===== config.mk =====
export PLATFORM = sky130hd
export DESIGN_NAME = serial_error_flag_clear
export DESIGN_NICKNAME = d
export VERILOG_FILES = /design/src/shared/sflag_pkg.sv /design/src/design/serial_error_flag_clear.sv
export SDC_FILE = /design/constraint.sdc
export NUM_CORES = 1
export LEC_CHECK = 0
export ABC_AREA = 0
export BUFFER_PORTS_ARGS = -buffer_cell sky130_fd_sc_hd__buf_2
export CELL_PAD_IN_SITES_DETAIL_PLACEMENT = 0
export CELL_PAD_IN_SITES_GLOBAL_PLACEMENT = 2
export CORE_MARGIN = 8
export CORE_UTILIZATION = 28
export CTS_BUF_LIST = sky130_fd_sc_hd__clkbuf_2
export DETAILED_ROUTE_END_ITERATION = 10
export PLACE_DENSITY = 0.76
export SLEW_MARGIN = 15
export SYNTH_ARGS = -nofsm -noshare
export SYNTH_HDL_FRONTEND = slang
export SYNTH_SLANG_ARGS = --single-unit

===== constraint.sdc =====
create_clock -name aclk -period 1.55 [get_ports aclk]
set_input_delay 0 -clock aclk [delete_from_list [all_inputs] [get_ports aclk]]
set_output_delay 0 -clock aclk [all_outputs]
set_load 0.005 [all_outputs]

===== src/shared/sflag_pkg.sv =====
// package: register map, field layout and types of the serial error-flag clear block
package sflag_pkg;
  // ---------------------------------------------------------------
  // register byte offsets
  // ---------------------------------------------------------------
  localparam logic [7:0] OFF_CLR_CH00 = 8'h00;
  localparam logic [7:0] OFF_CLR_CH01 = 8'h04;
  localparam logic [7:0] OFF_CLR_CH02 = 8'h08;
  localparam logic [7:0] OFF_CLR_CH03 = 8'h0c;
  localparam logic [7:0] OFF_CLR_CH12 = 8'h10;
  localparam logic [7:0] OFF_CLR_CH13 = 8'h14;
  localparam logic [7:0] OFF_STATUS_BASE = 8'h20;
  localparam logic [7:0] OFF_ENABLE = 8'h40;
  localparam logic [7:0] OFF_START = 8'h44;
  localparam logic [7:0] OFF_STOP = 8'h48;
  localparam logic [7:0] OFF_CH1_MODE = 8'h4c;
  localparam logic [7:0] OFF_PIN_CTRL = 8'h50;
  localparam logic [7:0] OFF_IRQ_STATUS = 8'h54;
  localparam logic [7:0] OFF_IRQ_MASK = 8'h58;
  localparam logic [7:0] OFF_LOW_ALIAS = 8'h60;
  // ---------------------------------------------------------------
  // fields and sizes
  // ---------------------------------------------------------------
  localparam int NCH = 6;
  localparam int BIT_OVC = 0;
  localparam int BIT_PEC = 1;
  localparam int BIT_FEC = 2;
  localparam logic [15:0] CLR_RESET = 16'h0000;
  localparam logic [1:0] MODE_ASYNC = 2'b01;
  localparam logic [1:0] AXI_OKAY = 2'b00;
  localparam logic [1:0] AXI_SLVERR = 2'b10;
  localparam logic [31:0] ZERO32 = 32'h0000_0000;

  typedef struct packed {
    logic fe;
    logic pe;
    logic ov;
  } err_flags_t;

  typedef struct packed {
    logic [1:0] mode;
    logic tx_en;
    logic rx_en;
  } ch_mode_t;

  typedef enum logic [1:0] {
    RX_IDLE = 2'b00,
    RX_BUSY = 2'b01
  } rx_state_t;
endpackage


===== src/design/serial_error_flag_clear.sv =====
// serial error-flag clear block with AXI4-Lite register access
`timescale 1ns/100ps
module serial_error_flag_clear
  import sflag_pkg::*;
(
  input wire logic aclk,
  input wire logic aresetn,
  input wire logic [7:0] s_axi_awaddr,
  input wire logic s_axi_awvalid,
  output logic s_axi_awready,
  input wire logic [31:0] s_axi_wdata,
  input wire logic [3:0] s_axi_wstrb,
  input wire logic s_axi_wvalid,
  output logic s_axi_wready,
  output logic [1:0] s_axi_bresp,
  output logic s_axi_bvalid,
  input wire logic s_axi_bready,
  input wire logic [7:0] s_axi_araddr,
  input wire logic s_axi_arvalid,
  output logic s_axi_arready,
  output logic [31:0] s_axi_rdata,
  output logic [1:0] s_axi_rresp,
  output logic s_axi_rvalid,
  input wire logic s_axi_rready,
  input wire logic [NCH-1:0] err_fe_in,
  input wire logic [NCH-1:0] err_pe_in,
  input wire logic [NCH-1:0] err_ov_in,
  input wire logic async_receive_pin,
  output logic rx_pin_sync,
  output logic rx_active,
  output logic port_pin_free,
  output logic irq
);
  // ---------------------------------------------------------------
  // write channel capture
  // ---------------------------------------------------------------
  logic aw_full_q;
  logic w_full_q;
  logic [7:0] aw_addr_q;
  logic [31:0] w_data_q;
  logic [3:0] w_strb_q;
  logic bvalid_q;
  logic [1:0] bresp_q;
  logic arready_q;
  logic rvalid_q;
  logic [31:0] rdata_q;
  logic [1:0] rresp_q;

  wire aw_take = s_axi_awvalid && !aw_full_q && !bvalid_q;
  wire w_take = s_axi_wvalid && !w_full_q && !bvalid_q;
  wire wr_fire = aw_full_q && w_full_q && !bvalid_q;

  always_ff @(posedge aclk) begin
    if (!aresetn) begin
      aw_full_q <= 1'b0;
      w_full_q <= 1'b0;
      aw_addr_q <= 8'h00;
      w_data_q <= 32'h0000_0000;
      w_strb_q <= 4'h0;
    end else begin
      if (aw_take) begin
        aw_full_q <= 1'b1;
        aw_addr_q <= s_axi_awaddr;
      end else if (wr_fire) begin
        aw_full_q <= 1'b0;
      end
      if (w_take) begin
        w_full_q <= 1'b1;
        w_data_q <= s_axi_wdata;
        w_strb_q <= s_axi_wstrb;
      end else if (wr_fire) begin
        w_full_q <= 1'b0;
      end
    end
  end

  // ---------------------------------------------------------------
  // write decode
  // ---------------------------------------------------------------
  wire [7:0] wa = {aw_addr_q[7:2], 2'b00};
  wire lo_lane = w_strb_q[0];
  wire hi_lane = w_strb_q[1];
  wire is_clr_word = (wa < OFF_STATUS_BASE) && (wa[4:2] < 3'(NCH));
  wire is_alias = (wa >= OFF_LOW_ALIAS) && (wa < OFF_LOW_ALIAS + 8'(4 * NCH));
  wire is_status = (wa >= OFF_STATUS_BASE) && (wa < OFF_STATUS_BASE + 8'(4 * NCH));
  wire [2:0] w_idx = is_alias ? 3'(wa[4:2]) : 3'(wa[4:2]);
  wire wr_start = wr_fire && (wa == OFF_START) && lo_lane;
  wire wr_stop = wr_fire && (wa == OFF_STOP) && lo_lane;
  wire wr_mode = wr_fire && (wa == OFF_CH1_MODE) && lo_lane;
  wire wr_pin = wr_fire && (wa == OFF_PIN_CTRL) && lo_lane;
  wire wr_istat = wr_fire && (wa == OFF_IRQ_STATUS) && lo_lane;
  wire wr_imask = wr_fire && (wa == OFF_IRQ_MASK) && lo_lane;
  // the low byte alias and a full 16-bit word write both reach the trigger
  wire wr_clr_any = wr_fire && lo_lane && (is_clr_word || is_alias);
  wire wr_known = is_clr_word || is_alias || is_status || (wa == OFF_ENABLE) ||
                  (wa == OFF_START) || (wa == OFF_STOP) || (wa == OFF_CH1_MODE) ||
                  (wa == OFF_PIN_CTRL) || (wa == OFF_IRQ_STATUS) || (wa == OFF_IRQ_MASK);
  // bits 15..3 are ignored whatever software writes into them
  wire [2:0] clr_bits = w_data_q[2:0];

  always_ff @(posedge aclk) begin
    if (!aresetn) begin
      bvalid_q <= 1'b0;
      bresp_q <= AXI_OKAY;
    end else if (wr_fire) begin
      bvalid_q <= 1'b1;
      bresp_q <= wr_known ? AXI_OKAY : AXI_SLVERR;
    end else if (s_axi_bready) begin
      bvalid_q <= 1'b0;
    end
  end

  // ---------------------------------------------------------------
  // trigger, status flags and receive-error capture per channel
  // ---------------------------------------------------------------
  logic [NCH-1:0][2:0] trig_q;
  err_flags_t [NCH-1:0] flag_q;
  logic [NCH-1:0] err_event;

  genvar g;
  generate
    for (g = 0; g < NCH; g++) begin : g_ch
      wire sel = wr_clr_any && (w_idx == 3'(g));
      wire [2:0] trig_now = sel ? clr_bits : 3'b000;
      wire [2:0] pending = trig_q[g] | trig_now;
      // a detected error sets its flag over a clear in the same cycle, but a flag that was already set is cleared one edge later by the held trigger
      wire fe_d = err_fe_in[g] | (flag_q[g].fe & ~pending[BIT_FEC]);
      wire pe_d = err_pe_in[g] | (flag_q[g].pe & ~pending[BIT_PEC]);
      wire ov_d = err_ov_in[g] | (flag_q[g].ov & ~pending[BIT_OVC]);
      assign err_event[g] = err_fe_in[g] | err_pe_in[g] | err_ov_in[g];
      always_ff @(posedge aclk) begin
        if (!aresetn) begin
          trig_q[g] <= CLR_RESET[2:0];
          flag_q[g] <= '0;
        end else begin
          // the trigger is held one cycle past the clearing edge for flags that were set, then drops
          trig_q[g] <= trig_now & {flag_q[g].fe, flag_q[g].pe, flag_q[g].ov};
          flag_q[g] <= '{fe: fe_d, pe: pe_d, ov: ov_d};
        end
      end
    end
  endgenerate

  // ---------------------------------------------------------------
  // channel enable, channel 1 mode and pin control
  // ---------------------------------------------------------------
  logic [NCH-1:0] enable_q;
  ch_mode_t ch1_mode_q;
  logic pin_dir_q;
  logic pin_latch_q;
  logic [NCH-1:0] irq_stat_q;
  logic [NCH-1:0] irq_mask_q;

  // start and stop are one-shot masks; only a written one moves an enable bit
  wire [NCH-1:0] start_set = wr_start ? w_data_q[NCH-1:0] : '0;
  wire [NCH-1:0] stop_clr = wr_stop ? w_data_q[NCH-1:0] : '0;
  wire [NCH-1:0] istat_clr = wr_istat ? w_data_q[NCH-1:0] : '0;

  // enable only moves through start and stop writes
  always_ff @(posedge aclk) begin
    if (!aresetn) begin
      enable_q <= '0;
    end else begin
      enable_q <= (enable_q | start_set) & ~stop_clr;
    end
  end

  always_ff @(posedge aclk) begin
    if (!aresetn) begin
      ch1_mode_q <= '0;
    end else if (wr_mode) begin
      ch1_mode_q <= w_data_q[3:0];
    end
  end

  // direction and latch are kept even while the port owns the pin
  always_ff @(posedge aclk) begin
    if (!aresetn) begin
      pin_dir_q <= 1'b0;
      pin_latch_q <= 1'b0;
    end else if (wr_pin) begin
      pin_dir_q <= w_data_q[0];
      pin_latch_q <= w_data_q[1];
    end
  end

  // ---------------------------------------------------------------
  // interrupt status and mask
  // ---------------------------------------------------------------
  // an error in the same cycle as its clear wins, so no event is lost
  always_ff @(posedge aclk) begin
    if (!aresetn) begin
      irq_stat_q <= '0;
    end else begin
      irq_stat_q <= err_event | (irq_stat_q & ~istat_clr);
    end
  end

  always_ff @(posedge aclk) begin
    if (!aresetn) begin
      irq_mask_q <= '0;
    end else if (wr_imask) begin
      irq_mask_q <= w_data_q[NCH-1:0];
    end
  end

  // async reception needs enable, mode 01, rx on, tx off, pin as input
  wire rx_cfg_ok = enable_q[1] && (ch1_mode_q.mode == MODE_ASYNC) && !ch1_mode_q.tx_en &&
                   ch1_mode_q.rx_en && pin_dir_q;

  // ---------------------------------------------------------------
  // receive pin synchroniser and outputs
  // ---------------------------------------------------------------
  logic rx_meta_q;
  logic rx_sync_q;
  logic rx_active_q;
  logic port_free_q;
  logic irq_q;

  // reset to the idle line level so no false start bit follows reset
  always_ff @(posedge aclk) begin
    if (!aresetn) begin
      rx_meta_q <= 1'b1;
      rx_sync_q <= 1'b1;
    end else begin
      rx_meta_q <= async_receive_pin;
      rx_sync_q <= rx_meta_q;
    end
  end

  always_ff @(posedge aclk) begin
    if (!aresetn) begin
      rx_active_q <= 1'b0;
      port_free_q <= 1'b1;
      irq_q <= 1'b0;
    end else begin
      rx_active_q <= rx_cfg_ok;
      // stopped channel 1 hands the pin back to the port
      port_free_q <= !enable_q[1];
      irq_q <= |(irq_stat_q & irq_mask_q);
    end
  end

  // ---------------------------------------------------------------
  // read path
  // ---------------------------------------------------------------
  wire [7:0] ra = {s_axi_araddr[7:2], 2'b00};
  wire [2:0] r_idx = 3'(ra[4:2]);
  wire r_is_clr = ((ra < OFF_STATUS_BASE) && (r_idx < 3'(NCH))) ||
                  ((ra >= OFF_LOW_ALIAS) && (ra < OFF_LOW_ALIAS + 8'(4 * NCH)));
  wire r_is_stat = (ra >= OFF_STATUS_BASE) && (ra < OFF_STATUS_BASE + 8'(4 * NCH));
  wire [31:0] stat_word = {29'h0000_0000, flag_q[r_idx]};
  wire sel_enable = (ra == OFF_ENABLE);
  wire sel_start = (ra == OFF_START);
  wire sel_stop = (ra == OFF_STOP);
  wire sel_mode = (ra == OFF_CH1_MODE);
  wire sel_pin = (ra == OFF_PIN_CTRL);
  wire sel_istat = (ra == OFF_IRQ_STATUS);
  wire sel_imask = (ra == OFF_IRQ_MASK);

  // ---------------------------------------------------------------
  // read data words
  // ---------------------------------------------------------------
  wire [31:0] enable_word = {26'h000_0000, enable_q};
  wire [31:0] mode_word = {28'h000_0000, ch1_mode_q};
  wire [31:0] pin_word = {30'h0000_0000, pin_latch_q, pin_dir_q};
  wire [31:0] istat_word = {26'h000_0000, irq_stat_q};
  wire [31:0] imask_word = {26'h000_0000, irq_mask_q};

  // selects are one-hot, so an and-or mux stays flat; start and stop read zero
  wire [31:0] rd_mux =
      r_is_clr ? ZERO32 :
      ({32{r_is_stat}} & stat_word) | ({32{sel_enable}} & enable_word) |
      ({32{sel_mode}} & mode_word) | ({32{sel_pin}} & pin_word) |
      ({32{sel_istat}} & istat_word) | ({32{sel_imask}} & imask_word);
  wire rd_known = r_is_clr || r_is_stat || sel_enable || sel_start || sel_stop ||
                  sel_mode || sel_pin || sel_istat || sel_imask;
  wire ar_take = s_axi_arvalid && arready_q;

  always_ff @(posedge aclk) begin
    if (!aresetn) begin
      arready_q <= 1'b1;
      rvalid_q <= 1'b0;
      rdata_q <= ZERO32;
      rresp_q <= AXI_OKAY;
    end else if (ar_take) begin
      arready_q <= 1'b0;
      rvalid_q <= 1'b1;
      rdata_q <= rd_mux;
      rresp_q <= rd_known ? AXI_OKAY : AXI_SLVERR;
    end else if (rvalid_q && s_axi_rready) begin
      arready_q <= 1'b1;
      rvalid_q <= 1'b0;
    end
  end

  assign s_axi_awready = !aw_full_q && !bvalid_q;
  assign s_axi_wready = !w_full_q && !bvalid_q;
  assign s_axi_bvalid = bvalid_q;
  assign s_axi_bresp = bresp_q;
  assign s_axi_arready = arready_q;
  assign s_axi_rvalid = rvalid_q;
  assign s_axi_rdata = rdata_q;
  assign s_axi_rresp = rresp_q;
  assign rx_pin_sync = rx_sync_q;
  assign rx_active = rx_active_q;
  assign port_pin_free = port_free_q;
  assign irq = irq_q;
  // hi_lane is accepted but carries only always-zero bits
  wire unused_ok = hi_lane;
endmodule


==> summary.md, run 1 <==
| Metric | Value |
|---|---|
| Status | complete, but fails checks |
| Failing checks | setup timing |
| Max-cap check violation count | 0 |
| Antenna cells | 0 |
| Total GRT Usage | 0.129 |
| Seq cells post-synth | 91 |
| Ys async rst share | 0 |
| Most numerous cell in the Yosys netlist | dfxtp_1 |
| Row count | 44 |
| RSZ-0062 raised after global routing | true |
| Antenna-violating nets left | 0 |
| CTS Buf Count | 9 |
| Design area | 5420 µm² |
| Power density over the cells | 845 nW/µm² |
| Synth-to-Final Area Change | 33.7% |
| Post-Syn Area | 4050 µm² |
| Max incr delay on CP | 0.57 ns |
| Setup violators final | 8 |
| Min Tclk post-route | 1.59 ns |
| Synth top area cells | dfxtp_1, mux2i_1, buf_4, a21oi_1, a311oi_1 |
| Post-detail-place hpwl | 8.74 mm |
| Vias per inst | 4.58 |
| Tcrit/Tclk final | 1.03 |
| Yosys top cell area share | 0.449 |
| Path depth of the worst reg2reg path | 5 |
| P_leak | 2.32 nW |
| Via count | 3,511 |
| Placed Cells | 705 |
| Least-Margin Pin Slew | 0.608 ns |
| DR pass1 iterations | 4 |
| Residual DRC | 0 |
| Post-synthesis sequential area ratio | 0.449 |
| Vias in the first global route | 3,494 |
| Critical path peak fanout | 6 |
| Hold Path Depth | 5 |
| Initial DRC Count | 186 |
| Clock buffer depth | 2 |
| Max_slew headroom | 0.595 |
| Unique masters post-synth | 48 |
| Clock transition at path regs | 0.25 ns |
| WP depth | 5 |
| Yosys warns | 0 |
| Clk sinks | 91 |
| Crit-path slowest cell | or4b_4 |
| Crit Path Category | register to register |
| Critical path's top delay family | simple AND/OR/NAND/NOR gates |
| Final wirelength | 11.7 mm |
| Synthesized instance count | 439 |
| First-pass GRT wire length | 18.8 mm |
| Arr. time, crit path | 2.09 ns |
| Largest net degree at the start of global routing | 55 |
| Non-Filler Instances | 767 |
| Overall Power | 4.58 mW |
| Most common library cells after synthesis | dfxtp_1, nor2_1, inv_1 |
| Skew-Pair Late Insertion Delay | 0.58 ns |
| Clk root buf | clkbuf_2 |
| Hold Violations, Final | 0 |
| Buf+Inv Stages, Crit Path | 1 |
| Die Ht | 136 µm |
| Skew final | 0.0304 ns |
| IO Port Bufs | 61 |
| Worst endpoint required time | 2.04 ns |
| H-tree lvl count | 3 |
| Fmax | 628 MHz |
| Worst setup margin | -0.0425 ns |
| Core Area | 14,300 µm² |
| CTS tree | built |
| Die Width | 136 µm |
| Antenna violations before repair | 0 |
| Syn avg cell area | 9.23 µm² |
| Hold Crit Class | input pin to register |
| Final net count | 656 |
| Ys flop type | dfxtp_1 |
| Startpoint types | register |
| Starting Density | 0.283 |
| Dpl cell area | 4740 µm² |
| Routability Congestion | 0.782 |
| GRT overflow | 0 |
| # IOs | 123 |
| WL/cell | 15.3 µm |
| CP Capture Type | register |
| Share of cells above drive strength 1 | 0.261 |
| Post-synth EDFFs | 0 |
| Peak VDD IR | 0.000523 V |
| Area of the die | 18,600 µm² |
| Max Slew Vio Count | 0 |
| Area leader, netlist | dfxtp_1 |
| Finished Core Util | 0.379 |
| Critical-path cell list | or4b_4, nor3_4, buf_12, mux2i_1, nor2_1 |
[final timing paths]
check | startpoint | endpoint | slack [ns]
min reg2reg | rx_meta_q | rx_pin_sync | 0.45
max | aw_addr_q[7] | irq_mask_q[2] | -0.04
max reg2reg | aw_addr_q[7] | irq_mask_q[2] | -0.04
min | s_axi_araddr[3] | s_axi_rdata[1] | 0.09
[state kept, by name, indices dropped and copies added (netlist names), 4 cells and up]
register and count:
flag_q 18, trig_q 18, aw_addr_q 6, enable_q 6, irq_mask_q 6, irq_stat_q 6
s_axi_rdata 6, w_data_q 6, ch1_mode_q 4
[where the power goes]
group | internal (mW) | switching [mW]
clock network | 0.547 | 0.859
logic | 0.335 | 0.321
registers | 2.44 | 0.0832
[layer usage]
metal	wire, µm	global-route usage
met1	5580	0.169
met2	5320	0.203
met3	618	0.0366
met4	176	0.0366
met5	0	0
[worst register-to-register path, cell delays in order, from the launching register on]
cell	delay [ns]
dfxtp_2	0.38
or4b_4	0.57
nor3_4	0.17
buf_12	0.15
mux2i_1	0.18
nor2_1	0.05
[timing repair]
action,in CTS,in global routing
buffers inserted,0,1
hold buffers,45,0
resized for setup,7,18
hold endpoints to repair,53,0
endpoints found under the setup margin,19,48
gates cloned,0,0
pin swaps,0,2
[per-stage QoR]
| stage | hold WS, ns | setup WS (ns) | setup TNS (ns) |
|---|---|---|---|
| finish | 0.0858 | -0.0425 | -0.247 |
| global route | 0.0895 | -0.165 | -1.84 |
| CTS | 0.0426 | -0.0666 | -0.414 |
| detailed placement | 0.195 | -0.0969 | -0.622 |
| global placement | 0.189 | -0.0415 | -0.291 |
| floorplan | 0.101 | 0.00657 | 0 |
[cell families (layout without fill, tap and decap cells)]
kind of cell | Yosys count | count (layout) | synth area share
AND/OR/NAND/NOR | 124 | 124 | 0.179
buffers and inverters | 87 | 204 | 0.109
XOR/XNOR | 1 | 1 | 0.00216
other | 1 | 28 | 0.000925
flip-flops | 91 | 91 | 0.449
multiplexers | 35 | 35 | 0.0895
AO/OA/AOI/OAI | 100 | 100 | 0.170
[cell type report]
type | instances | area (µm²)
fill | 1487 | 8890
multi-input combinational | 288 | 1950
sequential | 91 | 1830
timing repair buffer | 150 | 1120
tap | 184 | 230
inverter | 38 | 143
clock inverter | 7 | 101
clock buffer | 9 | 45.0
[cells in the final DEF, fill, tap and decap left out, types with 3 or more instances in the layout]
cell	count
a211oi_1	6
a21boi_0	6
a21oi_1	35
a22oi_1	4
a311oi_1	19
and2_1	6
and3_1	18
buf_2	61
buf_4	40
clkbuf_2	9
conb_1	28
dfxtp_1	83
dfxtp_2	8
dlygate4sd3_1	45
inv_1	37
mux2i_1	34
nand2_1	6
nand2b_1	11
nand3_1	6
nand3b_1	7
nor2_1	39
nor3_2	3
o211ai_1	5
o21ai_0	10
o41a_1	6
or3b_2	3
(Power assumes the default switching activity.)
==> inputs of run 2 (changes only) <==
CORE_MARGIN = 2   (was 8)
==> run 2 against run 1 <==
The flow still finishes with violations (setup timing). Design area down 1.7%. Maximum frequency decreased by 4.0%. Via count grew 2.9%. Critical path type unchanged. Power shrank 8.6%. Non-clock buffer count is 1 higher. Highest routed layer unchanged.
==> summary.md, run 2 (same netlist as run 1, synthesis figures left out) <==
| Metric | Value |
|---|---|
| Crit Path Category | register to register |
| Skew-Pair Late Insertion Delay | 0.58 ns |
| Row count | 43 |
| Antenna-violating nets left | 0 |
| Vias per inst | 4.73 |
| Die Width | 124 µm |
| CP Capture Type | register |
| Critical path peak fanout | 6 |
| Failing checks | setup timing |
| Overall Power | 4.19 mW |
| Non-Filler Instances | 764 |
| Commonest cells after routing, fill and taps aside | dfxtp_1, buf_2, dlygate4sd3_1, nor2_1, buf_4 |
| Max incr delay on CP | 0.58 ns |
| Min-delay src | s_axi_araddr[3] |
| Fmax | 603 MHz |
| Crit path launch | aw_addr_q[7] |
| Min Tclk post-route | 1.66 ns |
| Largest net degree at the start of global routing | 55 |
| Clk root buf | clkbuf_2 |
| Vias in the first global route | 3,454 |
| CTS Buf Count | 9 |
| Worst setup margin | -0.108 ns |
| Post-Place Worst Slack | -0.110 ns |
| TNS Setup | -0.782 ns |
| Hold Crit Class | input pin to register |
| Worst endpoint required time | 1.99 ns |
| CTS tree | built |
| Status | complete, but fails checks |
| Max-cap check violation count | 0 |
| Placed Cells | 701 |
| Arr. time, crit path | 2.10 ns |
| Startpoint types | register |
| Skew final | 0.0370 ns |
| Critical-path cell list | or4b_4, nor3_4, buf_12, mux2i_1, nor2_1 |
| IO Port Bufs | 61 |
| Buf+Inv Stages, Crit Path | 1 |
| Crit-path slowest cell | or4b_4 |
| Max_slew headroom | 0.591 |
| Worst r2r src | aw_addr_q[7] |
| Dpl cell area | 4740 µm² |
| Final net count | 657 |
| # IOs | 123 |
| Synth-to-Final Area Change | 31.4% |
| Die Ht | 124 µm |
| Critical path's top delay family | simple AND/OR/NAND/NOR gates |
| DR pass1 iterations | 4 |
| H-tree lvl count | 3 |
| Post-detail-place hpwl | 8.37 mm |
| Via count | 3,614 |
| GRT overflow | 0 |
| Clock transition at path regs | 0.25 ns |
| Largest regs | flag_q x18, trig_q x18 |
| P_leak | 2.29 nW |
| Final wirelength | 11.5 mm |
| Setup violators final | 19 |
| Total GRT Usage | 0.148 |
| WL/cell | 15.1 µm |
| Antenna violations before repair | 1 |
| Area of the die | 15,500 µm² |
| First-pass GRT wire length | 18.3 mm |
| Initial DRC Count | 152 |
| RSZ-0062 raised after global routing | true |
| Tcrit/Tclk final | 1.07 |
| Most common cell after layout, fill and taps aside | dfxtp_1 |
| Share of cells above drive strength 1 | 0.242 |
| Power density over the cells | 786 nW/µm² |
| Clock buffer depth | 2 |
| Starting Density | 0.290 |
| Max Slew Vio Count | 0 |
| Hold Violations, Final | 0 |
| Core Area | 14,000 µm² |
| Clk sinks | 91 |
| Design area | 5330 µm² |
| Peak VDD IR | 0.000260 V |
| Finished Core Util | 0.381 |
| Fin Hold WS | 0.115 ns |
| Least-Margin Pin Slew | 0.614 ns |
| Routability Congestion | 0.832 |
| Residual DRC | 0 |
[run 2: final cells by class]
class,instances,area (µm²)
Tap cell,180,225
Antenna cell,1,2.50
Inverter,38,143
Timing Repair Buffer,151,1130
Fill cell,1450,8660
Multi-Input combinational cell,288,1920
Clock buffer,9,45.0
Clock inverter,6,33.8
Sequential cell,91,1830
[run 2: power breakdown]
group	switching (mW)	internal [mW]	total [mW]
Combinational	0.318	0.334	0.653
Sequential	0.0867	2.44	2.52
Clock	0.824	0.189	1.01
Total	1.23	2.96	4.19
[run 2: timing repair]
action	in CTS	in global routing
gates resized for setup	4	12
setup endpoints to repair	23	61
endpoints found under the hold margin	53	0
pin swaps	0	1
cloned	0	0
hold buffers	45	0
buffers inserted	1	1
[run 2: worst reg2reg max path, stage by stage (launching register included)]
cell	delay, ns
dfxtp_2	0.39
or4b_4	0.58
nor3_4	0.17
buf_12	0.15
mux2i_1	0.18
nor2_1	0.05
[run 2: path summary, 6_finish.rpt]
check	to	slack, ns	cells after the start
max reg2reg	irq_mask_q[3]	-0.11	5
min reg2reg	port_pin_free	0.43	1
min	s_axi_rdata[3]	0.11	5
max	irq_mask_q[3]	-0.11	5
[run 2: per-layer routing]
metal | share of wire | up-vias | GRT usage | wire length, µm
met3 | 0.046 | 16 | 0.0271 | 535
li1 | - | 1780 | - | -
met4 | 0.020 | 0 | 0.0549 | 230
met2 | 0.46 | 99 | 0.239 | 5290
met1 | 0.47 | 1719 | 0.199 | 5460
met5 | 0 | - | 0 | 0
==> inputs of run 3 (changes only) <==
SKIP_CTS_REPAIR_TIMING = 1   (was unset)
==> run 3 against run 2 <==
The flow still finishes with violations (setup timing). Maximum frequency up 0.21%. Setup slack better by 0.0034 ns. Core utilization about the same. Flip-flop and latch count unchanged. Power about the same. Clock-buffer cell count unchanged. Design area about the same. Clock power about the same. Sequential power about the same. Combinational power about the same. Clock skew about the same. Critical path depth unchanged. Critical path type unchanged. Largest cell class unchanged. Largest power group unchanged. Highest routed layer unchanged.
==> summary.md, run 3 (same netlist as run 1, synthesis figures left out) <==
| Metric | Value |
|---|---|
| Total GRT Usage | 0.145 |
| Skew-Pair Late Insertion Delay | 0.58 ns |
| Multi-input gate area | 1920 µm² |
| Max incr delay on CP | 0.58 ns |
| Most common cell after layout, fill and taps aside | dfxtp_1 |
| Die Width | 124 µm |
| Min Tclk post-route | 1.65 ns |
| Core Area | 14,000 µm² |
| Routability Congestion | 0.832 |
| CTS Buf Count | 9 |
| Crit-path slowest cell | or4b_4 |
| Area of the die | 15,500 µm² |
| Non-Filler Instances | 764 |
| Critical path peak fanout | 6 |
| Vias per inst | 4.73 |
| Final net count | 657 |
| CTS tree | built |
| Clock transition at path regs | 0.25 ns |
| Reg area | 1830 µm² |
| Filler cells | 1,452 |
| Largest regs | flag_q x18, trig_q x18 |
| Synth-to-Final Area Change | 31.4% |
| Placed Cells | 701 |
| WL/cell | 15.1 µm |
| Row count | 43 |
| H-tree lvl count | 3 |
| Post-Place Worst Slack | -0.110 ns |
| DR pass1 iterations | 4 |
| Residual DRC | 0 |
| Fmax | 604 MHz |
| Final wirelength | 11.5 mm |
| GRT overflow | 0 |
| Clock buffer depth | 2 |
| Status | complete, but fails checks |
| Least-Margin Pin Slew | 0.615 ns |
| Arr. time, crit path | 2.10 ns |
| Largest net degree at the start of global routing | 55 |
| Worst endpoint required time | 1.99 ns |
| Power density over the cells | 786 nW/µm² |
| Post-detail-place hpwl | 8.37 mm |
| Setup violators final | 21 |
| Initial DRC Count | 198 |
| CP Capture Type | register |
| IO Port Bufs | 61 |
| Antenna-violating nets left | 0 |
| Skew final | 0.0367 ns |
| Failing checks | setup timing |
| P_leak | 2.29 nW |
| Hold Crit Class | input pin to register |
| Clk root buf | clkbuf_2 |
| Via count | 3,612 |
| Startpoint types | register |
| Tcrit/Tclk final | 1.07 |
| Crit Path Category | register to register |
| Max-cap check violation count | 0 |
| Die Ht | 124 µm |
| First-pass GRT wire length | 17.8 mm |
| Commonest cells after routing, fill and taps aside | dfxtp_1, buf_2, dlygate4sd3_1, buf_4, nor2_1 |
| Critical-path cell list | or4b_4, nor3_4, buf_12, mux2i_1, nor2_1 |
| Max Slew Vio Count | 0 |
| Hold Violations, Final | 0 |
| Starting Density | 0.290 |
| RSZ-0062 raised after global routing | true |
| # IOs | 123 |
| Worst setup margin | -0.105 ns |
| Vias in the first global route | 3,276 |
| Antenna violations before repair | 1 |
| Clk sinks | 91 |
| Share of cells above drive strength 1 | 0.244 |
| Peak VDD IR | 0.000259 V |
| Max_slew headroom | 0.590 |
run 3: changes by cell type in the layout (fill, tap and decap cells not counted), sizes merged:
cell	previous run	this run
buf	106	107
dlygate4sd3	45	44
run 3: routing by layer:
| metal | GRT usage | up-vias | part of all wire |
|---|---|---|---|
| met1 | 0.197 | 1719 | 0.48 |
| met2 | 0.229 | 96 | 0.46 |
| met3 | 0.0292 | 14 | 0.046 |
| met5 | 0 | - | 0 |
| met4 | 0.0549 | 0 | 0.016 |
| li1 | - | 1783 | - |
run 3: layout make-up:
cell class / instances / share of cell area
Clock inverter: 6 / 0.00634
Multi-Input combinational cell: 288 / 0.360
Timing Repair Buffer: 151 / 0.212
Clock buffer: 9 / 0.00846
Antenna cell: 1 / 0.000470
Inverter: 38 / 0.0268
Tap cell: 180 / 0.0423
Sequential cell: 91 / 0.344
run 3: path summary, 6_finish.rpt:
kind | startpoint | endpoint | slack, ns | cells past startpoint
worst min-delay path | s_axi_araddr[2] | s_axi_rdata[0] | 0.02 | 3
worst max register to register | aw_addr_q[7] | irq_mask_q[3] | -0.10 | 5
worst min register to register | enable_q[1] | port_pin_free | 0.43 | 1
worst max-delay path | aw_addr_q[7] | irq_mask_q[3] | -0.10 | 5
run 3: power breakdown:
| group | switching, mW | leakage (nW) | total (mW) | internal, mW |
|---|---|---|---|---|
| combinational | 0.318 | 1.49 | 0.652 | 0.334 |
| clock | 0.823 | 0.0526 | 1.01 | 0.189 |
| sequential | 0.0862 | 0.748 | 2.52 | 2.44 |
run 3: worst max-delay path, delay by kind of cell, from the launching register on:
kind	cells	cell delay (ns)
mux	1	0.18
buf+inv	1	0.15
flops	1	0.39
simple gates	3	0.80
run 3: stage by stage:
stage | hold WS, ns | utilization | power [mW] | cell area (µm²) | setup TNS, ns
after floorplan | 0.101 | - | 2.89 | 4160 | 0
after global placement | 0.187 | 0.339 | 3.11 | 4740 | -0.329
after detailed placement | 0.188 | 0.339 | 3.12 | 4740 | -0.711
after CTS | -0.445 | 0.344 | 4.13 | 4810 | -1.30
after global routing | 0.0344 | 0.381 | 4.38 | 5330 | -5.15
final | 0.0241 | 0.381 | 4.19 | 5330 | -0.847
